File: src/rtl/sssel_pkg.sv
package sssel_pkg;

  // ----------------------------------------------------------------
  // Register byte offsets
  // ----------------------------------------------------------------
  localparam logic [7:0] OFS_STATUS = 8'h00;
  localparam logic [7:0] OFS_CONTROL = 8'h04;
  localparam logic [7:0] OFS_TX_HOLD = 8'h08;
  localparam logic [7:0] OFS_RX_HOLD = 8'h0C;

  // ----------------------------------------------------------------
  // Status register bit positions
  // ----------------------------------------------------------------
  localparam int ST_TX_EMPTY = 7;
  localparam int ST_RX_FULL = 6;
  localparam int ST_OVERRUN = 5;
  localparam int ST_FRAMING = 4;
  localparam int ST_PARITY = 3;
  localparam int ST_TX_DONE = 2;
  localparam int ST_MP_RX = 1;
  localparam int ST_MP_TX = 0;
  localparam logic [7:0] STATUS_RESET = 8'h84;

  // ----------------------------------------------------------------
  // Control register bit positions
  // ----------------------------------------------------------------
  localparam int CT_CLK_LO = 0;
  localparam int CT_CLK_HI = 1;
  localparam int CT_TX_END_IE = 2;
  localparam int CT_RX_EN = 4;
  localparam int CT_TX_EN = 5;
  localparam int CT_SYNC_MODE = 7;
  localparam logic [7:0] CONTROL_RESET = 8'h00;

  // ----------------------------------------------------------------
  // Clock source selections
  // ----------------------------------------------------------------
  localparam logic [1:0] CKS_INTERNAL = 2'h0;
  localparam logic [1:0] CKS_INT_OUT = 2'h1;
  localparam logic [1:0] CKS_EXTERNAL = 2'h2;
  localparam logic [1:0] CKS_RESERVED = 2'h3;

  // ----------------------------------------------------------------
  // Synchroniser depth for pin inputs
  // ----------------------------------------------------------------
  localparam int SYNC_STAGES = 2;

endpackage

File: src/rtl/sssel_core.sv
// Function
// - Enable bit gates transmit-end request; reset 0.
// - Transmit-end when final bit due, no data.
// - Request drops when flags or enable clear.
// - Clock bits pick source and pin use.
// - Async clock-out setting drives bit-rate clock on pin.
// - Status layout, bit 7 down to 0.
// - Flags 7..3 cleared by 0 after reading 1.
// - Transmit-done and received mp bit read-only.
// - Status returns 84 hex on reset, standby.
// - Tx-empty clears by write-0 or data write.
// - Tx-empty sets on disable or shift load.
// - Rx-full sets on clean finished reception.
// - Rx-full clears by write-0 or data read.
// - Error or disabled receive leaves holding untouched.
// - Overrun sets when full; new data dropped.
// - Overrun clears only by write-0 after read, or standby.
// - Transmit-done sets on disable or last bit.
`timescale 1ns/1ps
module sssel_core #(
  parameter int DATA_W = 8
) (
  // Clock and reset
  input wire logic pclk,
  input wire logic presetn,
  // APB slave
  input wire logic psel,
  input wire logic penable,
  input wire logic pwrite,
  input wire logic [7:0] paddr,
  input wire logic [31:0] pwdata,
  output logic [31:0] prdata,
  output logic pready,
  output logic pslverr,
  // Power state
  input wire logic standby,
  // Transmit engine
  input wire logic tx_shift_load,
  input wire logic tx_last_bit,
  output logic [DATA_W-1:0] tx_data,
  output logic tx_data_valid,
  output logic tx_enable,
  output logic tx_mp_bit,
  // Receive engine
  input wire logic rx_done,
  input wire logic rx_frame_err,
  input wire logic rx_parity_err,
  input wire logic rx_mp_bit,
  input wire logic [DATA_W-1:0] rx_word,
  output logic rx_enable,
  // Clock control
  input wire logic bit_half_tick,
  output logic [1:0] clock_source,
  output logic sync_mode,
  output logic ext_clk_tick,
  // Serial clock pin
  input wire logic serial_clock_pin_in,
  output logic serial_clock_pin_out,
  output logic serial_clock_pin_oe,
  // Interrupt request
  output logic tx_end_irq
);

  // ----------------------------------------------------------------
  // Parameter check
  // ----------------------------------------------------------------
  if (DATA_W < 1 || DATA_W > 8) begin : g_bad_width
    $error("DATA_W must lie between 1 and 8");
  end

  // ----------------------------------------------------------------
  // State
  // ----------------------------------------------------------------
  typedef struct packed {
    logic [7:0] ctrl;
    logic [DATA_W-1:0] tx_hold;
    logic [DATA_W-1:0] rx_hold;
    logic [7:0] status;
    logic [4:0] armed;
    logic [31:0] rdata;
    logic [1:0] pin_sync;
    logic pin_prev;
    logic ext_tick;
    logic clk_out;
  } sssel_state_s;

  sssel_state_s st;
  sssel_state_s next_st;

  logic setup;
  logic access;
  logic wr_status;
  logic wr_control;
  logic wr_tx_hold;
  logic rd_status;
  logic rd_rx_hold;
  logic mapped;
  logic te;
  logic re;
  logic tx_empty_clr;
  logic rx_ok;

  // Bus phase and address decode
  assign setup = psel && !penable;
  assign access = psel && penable;
  assign mapped = (paddr == sssel_pkg::OFS_STATUS) || (paddr == sssel_pkg::OFS_CONTROL) ||
                  (paddr == sssel_pkg::OFS_TX_HOLD) || (paddr == sssel_pkg::OFS_RX_HOLD);
  assign wr_status = access && pwrite && (paddr == sssel_pkg::OFS_STATUS);
  assign wr_control = access && pwrite && (paddr == sssel_pkg::OFS_CONTROL);
  assign wr_tx_hold = access && pwrite && (paddr == sssel_pkg::OFS_TX_HOLD);
  assign rd_status = access && !pwrite && (paddr == sssel_pkg::OFS_STATUS);
  assign rd_rx_hold = access && !pwrite && (paddr == sssel_pkg::OFS_RX_HOLD);
  assign te = st.ctrl[sssel_pkg::CT_TX_EN];
  assign re = st.ctrl[sssel_pkg::CT_RX_EN];

  // Tx-empty clear by armed write-0 or new holding data
  assign tx_empty_clr = (wr_status && st.armed[sssel_pkg::ST_TX_EMPTY-3] &&
                         !pwdata[sssel_pkg::ST_TX_EMPTY]) || wr_tx_hold;
  // Clean reception accepted only while receiving
  assign rx_ok = rx_done && re && !rx_frame_err && !rx_parity_err;

  // ----------------------------------------------------------------
  // Next state
  // ----------------------------------------------------------------
  always_comb begin
    next_st = st;
    next_st.ext_tick = 1'b0;

    // Control register write
    if (wr_control) begin
      next_st.ctrl = pwdata[7:0] & 8'hB7;
    end

    // Transmit holding data
    if (wr_tx_hold) begin
      next_st.tx_hold = pwdata[DATA_W-1:0];
    end

    // Write-0 clears of the armed flags; set terms below win
    if (wr_status) begin
      for (int i = 3; i < 8; i++) begin
        if (st.armed[i-3] && !pwdata[i]) begin
          next_st.status[i] = 1'b0;
        end
      end
      next_st.status[sssel_pkg::ST_MP_TX] = pwdata[sssel_pkg::ST_MP_TX];
      next_st.armed = 5'h00;
    end
    if (rd_status) begin
      // Arm only what the bus returned, not a flag set since setup
      next_st.armed = st.rdata[7:3];
    end

    // Tx-empty and transmit-done clear together
    if (tx_empty_clr) begin
      next_st.status[sssel_pkg::ST_TX_EMPTY] = 1'b0;
      next_st.status[sssel_pkg::ST_TX_DONE] = 1'b0;
    end
    if (!te || tx_shift_load) begin
      next_st.status[sssel_pkg::ST_TX_EMPTY] = 1'b1;
    end
    if (!te || (tx_last_bit && st.status[sssel_pkg::ST_TX_EMPTY])) begin
      next_st.status[sssel_pkg::ST_TX_DONE] = 1'b1;
    end

    // Reading the receive holding register empties it
    if (rd_rx_hold) begin
      next_st.status[sssel_pkg::ST_RX_FULL] = 1'b0;
    end

    // Reception outcome
    if (rx_done && re) begin
      if (rx_frame_err) begin
        next_st.status[sssel_pkg::ST_FRAMING] = 1'b1;
      end
      if (rx_parity_err) begin
        next_st.status[sssel_pkg::ST_PARITY] = 1'b1;
      end
    end
    if (rx_ok) begin
      if (st.status[sssel_pkg::ST_RX_FULL]) begin
        next_st.status[sssel_pkg::ST_OVERRUN] = 1'b1;
      end else begin
        next_st.rx_hold = rx_word;
        next_st.status[sssel_pkg::ST_RX_FULL] = 1'b1;
        next_st.status[sssel_pkg::ST_MP_RX] = rx_mp_bit;
      end
    end

    // Standby reinitialises the status register
    if (standby) begin
      next_st.status = sssel_pkg::STATUS_RESET;
      next_st.armed = 5'h00;
    end

    // Read data captured in the setup cycle
    next_st.rdata = 32'h0000_0000;
    if (setup && !pwrite) begin
      case (paddr)
        sssel_pkg::OFS_STATUS: next_st.rdata = {24'h00_0000, st.status};
        sssel_pkg::OFS_CONTROL: next_st.rdata = {24'h00_0000, st.ctrl};
        sssel_pkg::OFS_TX_HOLD: next_st.rdata[DATA_W-1:0] = st.tx_hold;
        sssel_pkg::OFS_RX_HOLD: next_st.rdata[DATA_W-1:0] = st.rx_hold;
        default: next_st.rdata = 32'h0000_0000;
      endcase
    end else if (access) begin
      next_st.rdata = st.rdata;
    end

    // Serial clock pin sampling and rising-edge detect
    next_st.pin_sync = {st.pin_sync[0], serial_clock_pin_in};
    next_st.pin_prev = st.pin_sync[1];
    if (st.ctrl[sssel_pkg::CT_CLK_HI] && st.pin_sync[1] && !st.pin_prev) begin
      next_st.ext_tick = 1'b1;
    end

    // Bit-rate clock output, toggled each half bit
    if (bit_half_tick) begin
      next_st.clk_out = !st.clk_out;
    end
  end

  // ----------------------------------------------------------------
  // State register
  // ----------------------------------------------------------------
  always_ff @(posedge pclk or negedge presetn) begin
    if (!presetn) begin
      st <= '0;
      st.ctrl <= sssel_pkg::CONTROL_RESET;
      st.status <= sssel_pkg::STATUS_RESET;
    end else begin
      st <= next_st;
    end
  end

  // ----------------------------------------------------------------
  // Outputs
  // ----------------------------------------------------------------
  assign prdata = st.rdata;
  assign pready = 1'b1;
  assign pslverr = access && !mapped;
  assign tx_data = st.tx_hold;
  assign tx_data_valid = !st.status[sssel_pkg::ST_TX_EMPTY];
  assign tx_enable = te;
  assign rx_enable = re;
  assign tx_mp_bit = st.status[sssel_pkg::ST_MP_TX];
  assign clock_source = {st.ctrl[sssel_pkg::CT_CLK_HI], st.ctrl[sssel_pkg::CT_CLK_LO]};
  assign sync_mode = st.ctrl[sssel_pkg::CT_SYNC_MODE];
  assign ext_clk_tick = st.ext_tick;

  // Pin drives a clock in async clock-out or sync internal mode
  assign serial_clock_pin_oe = (clock_source == sssel_pkg::CKS_INT_OUT && !sync_mode) ||
                               (clock_source == sssel_pkg::CKS_INTERNAL && sync_mode);
  assign serial_clock_pin_out = st.clk_out;

  // Request follows flag and enable
  assign tx_end_irq = st.status[sssel_pkg::ST_TX_DONE] &&
                      st.ctrl[sssel_pkg::CT_TX_END_IE];
endmodule

File: config.mk
export PLATFORM = sky130hd
export DESIGN_NAME = sssel_core
export DESIGN_NICKNAME = d
export VERILOG_FILES = /design/src/rtl/sssel_pkg.sv /design/src/rtl/sssel_core.sv
export SDC_FILE = /design/constraint.sdc
export NUM_CORES = 1
export LEC_CHECK = 0
export ABC_AREA = 1
export BUFFER_PORTS_ARGS = -buffer_cell sky130_fd_sc_hd__buf_2
export CAP_MARGIN = 10
export CORE_MARGIN = 4
export CORE_UTILIZATION = 45
export DETAILED_ROUTE_END_ITERATION = 10
export PLACE_DENSITY = 0.77
export SLEW_MARGIN = 20
export SYNTH_ARGS = -nofsm -noshare
export SYNTH_HDL_FRONTEND = slang
export SYNTH_SLANG_ARGS = --single-unit
File: constraint.sdc
create_clock -name pclk -period 2.45 [get_ports pclk]
set_input_delay 0.3675 -clock pclk [delete_from_list [all_inputs] [get_ports pclk]]
set_output_delay 0.3675 -clock pclk [all_outputs]
set_load 0.02 [all_outputs]
==> reports/metrics.cfg, run 1 <==
[outcome]
status=finished, final reports clean

[logic_synthesis]
synthTopCellsByCount=92 x nand2_1, 46 x dfrtp_1, 44 x buf_4
synthCells=329
syn_area_um2=2780
synth_most_common_cell=nand2_1
ys_seq_elements=48
synth.yosys.seq_area_share=0.434
synth-edff-count=0
ys_warn_count=0
yosysTopAreaCellShare=0.415
ys_types=28
yosys.area.top_type=dfrtp_1
syn_area_per_cell_um2=8.44
ys_top_cells_by_area=dfrtp_1 41%, nand2_1 12%, buf_4 12%, nand3_1 7.2%, o21ai_2 4.4%
async_flop_share=1.00
synthFlopType=dfrtp_1

[drt]
met2_length_mm=2.87
drt-total-wl_mm=6.06
met3_length_um=475
wl_per_cell_um=13.4
dr.pass1.iters=4
drcViolationCount=0
drtAntennaViolNets=0
wl_met1_mm=2.61
drt_iter0_markers=296
highest-signal-layer=met4
via_per_inst=4.73
vias=2149

[sta]
setup_tns_ns=0
rsz0062_at_grt=false
slew_headroom=0.633
finalCriticalPeriod_ns=1.73
timing.fmax_mhz=578
worst_slew_pin_slew_ns=0.548
post-route-period-util=0.706
final_hold_viol_count=0
setup_violations=0
final_max_slew_viol_count=0
timing.final.ws_setup_ns=0.721
fin_skew_ns=0.00450

[clock_network]
postCtsSetupRepairBufs=0
worstSkewPairLatency_ns=0.30
cts_sinks=48
cts_hold_buf=1
cts_resized=0
clock_path_buffers=2
cts_buffers=5
cts.clk_slew.worst_paths_ns=0.09
cts-root-buf=clkbuf_8
cts_htree_levels=2
cts_tree=yes

[job]
max_cap_violations=0

[grt]
grt_pass1_vias=2133
antenna_found_initial=0
grt_pass1_wl_mm=10.2
grt_max_degree=26
grt_overflow_total=0
grt_usage=0.174

[layout]
regArea_um2=1200
multi_input_area_um2=1170
drive_above_1_share=0.311
final_nets=440
fillers=555
syn2layout_area_growth_pct=9.56
antenna_cells=0

[min_path]
hp-start=serial_clock_pin_in
holdCritPathClass=in2reg

[die]
io_pins=115
start_util=0.466
rows=28
core_um2=5960
dieArea_um2=7490
fp.dieW_um=86.5
die_y_um=86.5

[worst_setup_path]
crit_start=paddr[5]
worstPathArrival_ns=1.36
critical_path_required_ns=2.08
endpoint_kind=output port
worstSetupStartpointType=input port
crit_path_max_fanout=25
r2r_start=rx_enable
critPathKind=in2out

[pwr]
p_per_area_nw_per_um2=529
power.leakage_nw=1.74
p_comb_frac=0.114
power_frac_seq=0.512
p_int_mw=1.20
ir_drop_mv=0.442
p_sw_uw=414
p_sw_frac=0.257
pwr-share-clk=0.375

[placement]
numPortBuffers=65
dp_hpwl_mm=4.71
place_ws_ns=0.722
gp_congestion=0.867

## state kept, by name, indices dropped and copies added (netlist names)
register	count
sync_mode	1
clock_source	2
st	22
next_st	2
rx_enable	1
prdata	8
tx_enable	1
serial_clock_pin_out	1
tx_data	8
ext_clk_tick	1
tx_mp_bit	1
## cell type report
cell class,count,area share
clock buffers,6,0.0272
well taps,75,0.0309
clock inverters,2,0.0128
flip-flops and latches,48,0.396
inverters,26,0.0329
multi-input cells,229,0.385
repair buffers,68,0.115
## worst paths after layout
path                               to  slack [ns]  cells after the start
min reg2reg                next_st[2]        0.38                      0
min in group asynchronous  next_st[4]        0.44                      2
min                        next_st[4]        0.16                      1
max in group asynchronous      st[49]        1.40                      3
max                           pslverr        0.72                      8
max reg2reg                    st[43]        0.98                      5
## power groups by stage
stage | clock network, mW | registers, mW | logic [mW]
floorplan | 0 | 0.848 | 0.127
global placement | 0 | 0.838 | 0.180
detailed placement | 0 | 0.839 | 0.183
CTS | 0.618 | 0.823 | 0.184
global route | 0.651 | 0.826 | 0.202
finish | 0.603 | 0.823 | 0.183
## kinds of logic (layout without fill, tap and decap cells)
group / after synthesis / count (layout) / share of synthesized area
and+or+nand+nor: 167 / 167 / 0.297
buffers and inverters: 75 / 102 / 0.175
DFF: 48 / 48 / 0.434
AOI/OAI and AO/OA: 36 / 36 / 0.0884
other: 2 / 25 / 0.00271
xor gates and xnor gates: 1 / 1 / 0.00316
## stage by stage
step / cell area [um^2] / std cells / power [mW] / hold slack, ns / util
5_1_grt: 3040 / 454 / 1.68 / 0.141 / 0.511
4_1_cts: 3040 / 454 / 1.63 / 0.149 / 0.511
2_1_floorplan: 2860 / 352 / 0.975 / 0.0719 / -
3_5_place_dp: 2910 / 445 / 1.02 / 0.238 / 0.488
3_3_place_gp: 2910 / 445 / 1.02 / 0.231 / 0.488
6_report: 3040 / 454 / 1.61 / 0.160 / 0.511
## worst max-delay path: stages
cell and delay [ns]:
buf_2 0.10, nor2_2 0.14, nand2_4 0.10, inv_4 0.21, o21ai_0 0.12, nand2_1 0.10
nor2_1 0.04, buf_2 0.16
## placed cells by master, fill, tap and decap left out, types with 2 or more instances in the layout
cell / n
a21oi_1: 5
a21oi_2: 2
buf_2: 65
buf_4: 2
clkbuf_8: 6
conb_1: 25
dfrtp_1: 46
dfstp_2: 2
inv_1: 22
inv_2: 3
nand2_1: 92
nand2_2: 5
nand2_4: 3
nand3_1: 40
nand3_2: 3
nor2_1: 14
nor2_2: 2
nor2_4: 3
nor2_8: 2
o21ai_1: 12
o21ai_2: 14
## per-layer routing
metal,vias up,GRT usage
met5,-,0
met2,76,0.273
met3,9,0.0428
met4,0,0.0680
met1,989,0.232
li1,1075,-
Power figures use the tool's default switching activity.
==> run 2, diff against run 1 <==
--- a/config.mk
+++ b/config.mk
@@ -9,9 +9,9 @@
 export BUFFER_PORTS_ARGS = -buffer_cell sky130_fd_sc_hd__buf_2
 export CAP_MARGIN = 10
 export CORE_MARGIN = 4
-export CORE_UTILIZATION = 45
+export CORE_UTILIZATION = 44
 export DETAILED_ROUTE_END_ITERATION = 10
-export PLACE_DENSITY = 0.77
+export PLACE_DENSITY = 0.78
 export SLEW_MARGIN = 20
 export SYNTH_ARGS = -nofsm -noshare
 export SYNTH_HDL_FRONTEND = slang
==> constraint.sdc (replaced) <==
create_clock -name pclk -period 1.5 [get_ports pclk]
set_input_delay 0.225 -clock pclk [delete_from_list [all_inputs] [get_ports pclk]]
set_output_delay 0.225 -clock pclk [all_outputs]
set_load 0.02 [all_outputs]
==> run 2 against run 1 <==
  * Core utilization increased by 0.63 points
  * Count of clock-buffer cells in the layout decreased by 1
  * Clock power increased by 59%
  * Cell count increased by 2.0%
  * Sequential cell count unchanged
  * Register-to-register slack got worse by 0.67 ns
==> reports/metrics.cfg, run 2 (synthesis gave the netlist of run 1 again) <==
[outcome]
status=finished, final reports clean

[layout]
final_common_cell=nand2_1
largest_reg_flops=22  ; unchanged
antenna_cells=0  ; unchanged
regMostFlops=st
drive_above_1_share=0.327  ; +0.0160
final_nets=449  ; +2.0%
final_cell_mix=92 x nand2_1, 65 x buf_2, 46 x dfrtp_1
post-route-util=0.517  ; +0.00632
multi_input_area_um2=1170  ; unchanged
syn2layout_area_growth_pct=12.2
fin_area_um2=3110  ; +2.4%
fillers=600  ; +8.1%
regArea_um2=1200  ; unchanged

[die]
fp.dieW_um=87.4  ; +1.0%
dieArea_um2=7640  ; +2.1%
die_y_um=87.4  ; +1.0%
io_pins=115  ; unchanged
rows=28  ; unchanged
core_um2=6030  ; +1.2%
start_util=0.461  ; -0.00542

[sta]
rsz0062_at_grt=false
final_hold_viol_count=0  ; unchanged
finalCriticalPeriod_ns=1.43
final_max_slew_viol_count=0  ; unchanged
timing.fmax_mhz=702
setup_violations=0  ; unchanged
setup_tns_ns=0  ; unchanged
fin_skew_ns=0.00557  ; +0.00107 ns
post-route-period-util=0.950

[drt]
drcViolationCount=0  ; unchanged
drt-total-wl_mm=6.08  ; +0.26%
drt_iter0_markers=147  ; -50%
drtAntennaViolNets=0  ; unchanged
wl_per_cell_um=13.1  ; -1.7%
dr.pass1.iters=4  ; unchanged
via_per_inst=4.75  ; +0.43%
vias=2201  ; +2.4%

[pwr]
ir_drop_mv=0.419  ; -5.2%
pwr-share-clk=0.366  ; -0.009
power_frac_seq=0.515  ; +0.003
p_comb_frac=0.118  ; +0.004
power_mw=2.61  ; +62%
p_sw_frac=0.266  ; +0.00847
p_int_mw=1.92  ; +60%
power.leakage_nw=1.78  ; +2.6%
p_per_area_nw_per_um2=839  ; +58%
p_sw_uw=694  ; +68%

[clock_network]
cts_tree=yes
cts_resized=0  ; unchanged
cts_htree_levels=2  ; unchanged
cts-root-buf=clkbuf_8
clock_path_buffers=2  ; unchanged
cts_sinks=48  ; unchanged
cts_hold_buf=1  ; unchanged
cts_buffers=5  ; unchanged
worstSkewPairLatency_ns=0.30  ; about the same
cts.clk_slew.worst_paths_ns=0.09  ; about the same
postCtsSetupRepairBufs=0  ; unchanged

[grt]
antenna_found_initial=0  ; unchanged
grt_overflow_total=0  ; unchanged
grt_max_degree=49  ; +88%
grt_usage=0.169  ; -0.00555
grt_pass1_wl_mm=10.2  ; about the same
grt_pass1_vias=2187  ; +2.5%

[worst_setup_path]
worstPathArrival_ns=1.20  ; -0.16 ns
ff2ff_path_depth=5  ; unchanged
worstSetupStartpointType=register
critical_path_required_ns=1.27  ; -0.81 ns
r2r_start=rx_enable
cp-endpoint=serial_clock_pin_oe
r2r_setup_slack_ns=0.31  ; -0.67 ns
crit_path_max_fanout=5  ; -80%
endpoint_kind=output port
r2r_end=st[47]
critPathKind=reg2out
crit_start=clock_source[1]

[placement]
gp_congestion=0.879  ; +1.4%
dp_hpwl_mm=4.72  ; +0.39%
numPortBuffers=65  ; unchanged
placed_cell_area_um2=2990  ; +2.8%

[min_path]
holdCritPathClass=in2reg

[job]
max_cap_violations=0  ; unchanged

## run 2: cell count changes in the layout (fill, tap and decap cells not counted)
| cell | delta |
|---|---|
| buf_4 | +8 |
| buf_12 | +1 |
| clkbuf_8 | -1 |
| clkinv_4 | -1 |
| clkinvlp_4 | +1 |
| inv_6 | +1 |
## run 2: area by class of cell
class	instances	share of cell area
Clock buffer	5	0.0221
Tap cell	75	0.0301
Inverter	26	0.0321
Multi-Input combinational cell	229	0.376
Sequential cell	48	0.386
Clock inverter	3	0.0149
Timing Repair Buffer	77	0.138
## run 2: worst min path at each step
stage | cells past startpoint | endpoint | startpoint
floorplan | 0 | clock_source[0] | presetn
global placement | 2 | next_st[4] | presetn
detailed placement | 2 | next_st[4] | presetn
CTS | 1 | next_st[4] | serial_clock_pin_in
global route | 1 | next_st[4] | serial_clock_pin_in
finish | 1 | next_st[4] | serial_clock_pin_in
## run 2: stage by stage
| step | std cells | setup WS [ns] | hold slack (ns) |
|---|---|---|---|
| after floorplan | 352 | 0.218 | -0.0706 |
| after global placement | 454 | 0.133 | 0.222 |
| after detailed placement | 454 | 0.130 | 0.230 |
| after CTS | 463 | 0.0598 | 0.0134 |
| after global routing | 463 | 0.0277 | 0.0123 |
| final | 463 | 0.0745 | 0.0198 |
## run 2: routing by layer
layer / global-route usage / up-vias / wire length, um
met4: 0.0600 / 0 / 119
li1: - / 1091 / -
met2: 0.278 / 73 / 2920
met5: 0 / - / 0
met3: 0.0407 / 12 / 423
met1: 0.215 / 1025 / 2610
## run 2: worst max-delay path, stage by stage (launching register included)
cell	delay, ns
dfrtp_1	0.43
o21bai_1	0.17
a21oi_1	0.12
buf_2	0.18
## run 2: power groups by stage
stage / clock network (mW) / logic [mW] / registers, mW
2_1_floorplan: 0 / 0.207 / 1.39
3_3_place_gp: 0 / 0.304 / 1.37
3_5_place_dp: 0 / 0.310 / 1.37
4_1_cts: 0.976 / 0.311 / 1.35
5_1_grt: 1.04 / 0.340 / 1.35
6_report: 0.957 / 0.309 / 1.35
==> run 3, diff against run 2 <==
--- a/config.mk
+++ b/config.mk
@@ -12,7 +12,9 @@
 export CORE_UTILIZATION = 44
 export DETAILED_ROUTE_END_ITERATION = 10
 export PLACE_DENSITY = 0.78
+export SETUP_SLACK_MARGIN = 0.2
 export SLEW_MARGIN = 20
 export SYNTH_ARGS = -nofsm -noshare
 export SYNTH_HDL_FRONTEND = slang
 export SYNTH_SLANG_ARGS = --single-unit
+export TNS_END_PERCENT = 20
==> run 3 against run 2 <==
  * Clock power about the same
  * Core utilization is 0.69 points higher
  * Sequential power hardly changed
  * Clock skew is 0.00056 ns higher
  * Combinational power is 1% higher
  * Critical path depth stayed put
  * Total power grew 0.26%
  * Count of clock-buffer cells in the layout is the same
  * Cell count grew 0.86%
  * Routed wire length increased by 0.71%
  * Global-route usage is 0.14 points higher
  * Hold slack hardly changed
  * Largest cell class unchanged
  * Largest power group unchanged
==> reports/metrics.cfg, run 3 (synthesis gave the netlist of run 1 again) <==
[sta]
setup_violations=0  ; unchanged
finalCriticalPeriod_ns=1.37  ; -0.0564 ns
fin_skew_ns=0.00613  ; +0.000558 ns
timing.fmax_mhz=730  ; +4.1%
post-route-period-util=0.913  ; -0.0376
rsz0062_at_grt=true
final_max_slew_viol_count=0  ; unchanged
final_hold_viol_count=0  ; unchanged
setup_tns_ns=0  ; unchanged
whs_ns=0.0193  ; -0.000485 ns
timing.final.ws_setup_ns=0.131  ; +0.0564 ns

[clock_network]
cts_htree_levels=2  ; unchanged
clock_path_buffers=2  ; unchanged
cts.clk_slew.worst_paths_ns=0.09  ; about the same
cts_tree=yes
cts-root-buf=clkbuf_8
cts_sinks=48  ; unchanged
cts_buffers=5  ; unchanged
worstSkewPairLatency_ns=0.30  ; about the same

[worst_setup_path]
worstPathArrival_ns=1.14  ; -0.06 ns
crit_path_max_fanout=2  ; -3
critical_path_required_ns=1.27  ; about the same
endpoint_kind=output port
critPathKind=reg2out
worstSetupStartpointType=register

[placement]
numPortBuffers=65  ; unchanged
place_ws_ns=0.130  ; unchanged
dp_hpwl_mm=4.72  ; unchanged
dpl.cell_count=454  ; unchanged
gp_congestion=0.879  ; unchanged
placed_cell_area_um2=2990  ; unchanged

[layout]
antenna_cells=0  ; unchanged
fillers=592  ; -1.3%
final_cell_mix=92 x nand2_1, 63 x buf_2, 46 x dfrtp_1
drive_above_1_share=0.334  ; +0.00686
post-route-util=0.524  ; +0.00685
final_nets=453  ; +0.89%
instances_no_fill=467  ; +0.86%
final_common_cell=nand2_1
fin_area_um2=3160  ; +1.3%
regMostFlops=st
syn2layout_area_growth_pct=13.7
largest_reg_flops=22  ; unchanged

[min_path]
holdCritPathClass=in2reg

[grt]
busiest_layer=met2
grt_usage=0.170  ; +0.00139
grt_pass1_vias=2204  ; +0.78%
use_met2=0.279  ; +0.000685
grt_overflow_total=0  ; unchanged
grt_pass1_wl_mm=10.3  ; +0.87%
grt_max_degree=49  ; unchanged
grtUsageMet3=0.0407  ; unchanged
antenna_found_initial=0  ; unchanged
met1_usage=0.217  ; +0.00239

[pwr]
p_per_area_nw_per_um2=830  ; -1.1%
ir_drop_mv=0.419  ; about the same
power_mw=2.62  ; +0.26%
power.leakage_nw=1.81  ; +1.6%

[drt]
drtAntennaViolNets=0  ; unchanged
dr.pass1.iters=4  ; unchanged
drcViolationCount=0  ; unchanged
drt_iter0_markers=104  ; -29%
wl_per_cell_um=13.1  ; -0.16%
via_per_inst=4.79  ; +0.67%
drt-total-wl_mm=6.12  ; +0.71%
vias=2235  ; +1.5%

[die]
dieArea_um2=7640  ; unchanged
fp.dieW_um=87.4  ; unchanged
die_y_um=87.4  ; unchanged
rows=28  ; unchanged
start_util=0.461  ; unchanged
core_um2=6030  ; unchanged
io_pins=115  ; unchanged

[outcome]
status=finished, final reports clean

[job]
max_cap_violations=0  ; unchanged

-- run 3: changes by cell type in the layout (fill, tap and decap cells not counted), sizes merged --
cell  previous run  this run
buf             76        80
-- run 3: critical path, stage by stage (launching register included) --
cell	delay [ns]
dfrtp_1	0.40
o21bai_1	0.15
a21oi_1	0.13
buf_4	0.16
-- run 3: report_power, final --
part | switching (mW) | internal, mW | total [mW]
Sequential | 0.0214 | 1.32 | 1.35
Combinational | 0.220 | 0.0937 | 0.313
Clock | 0.458 | 0.502 | 0.960
-- run 3: timing repair --
| item | 4_1_cts | 5_1_grt |
|---|---|---|
| buffers inserted | 2 | 2 |
| pin swaps | 1 | 0 |
| endpoints found under the setup margin | 3 | 4 |
| gates resized for setup | 1 | 2 |
| hold buffers | 1 | 0 |
| endpoints found under the hold margin | 46 | 0 |
-- run 3: worst paths after layout --
check / start / end / slack [ns] / depth (start not counted)
setup / recovery: clock_source[1] / serial_clock_pin_oe / 0.13 / 3
hold / removal: serial_clock_pin_in / next_st[4] / 0.02 / 1
setup reg to reg: rx_enable / st[47] / 0.34 / 5
hold reg to reg: next_st[4] / next_st[2] / 0.39 / 0
max in group asynchronous: presetn / st[49] / 0.79 / 3
min in group asynchronous: presetn / next_st[4] / 0.42 / 3
-- run 3: final cells by class --
| type | instances | area, um^2 | share of cell area |
|---|---|---|---|
| clock buffers | 5 | 68.8 | 0.0218 |
| inverters | 26 | 100 | 0.0317 |
| multi-input cells | 229 | 1180 | 0.373 |
| clock inverters | 3 | 46.3 | 0.0147 |
| well taps | 75 | 93.8 | 0.0297 |
| repair buffers | 81 | 465 | 0.148 |
| flip-flops and latches | 48 | 1200 | 0.381 |
-- run 3: metal layers --
| layer | vias to the layer above | share of wire | wire [um] |
|---|---|---|---|
| met5 | - | 0 | 0 |
| met4 | 0 | 0.022 | 134 |
| met3 | 14 | 0.077 | 470 |
| met2 | 93 | 0.48 | 2940 |
| met1 | 1029 | 0.42 | 2570 |
| li1 | 1099 | - | - |
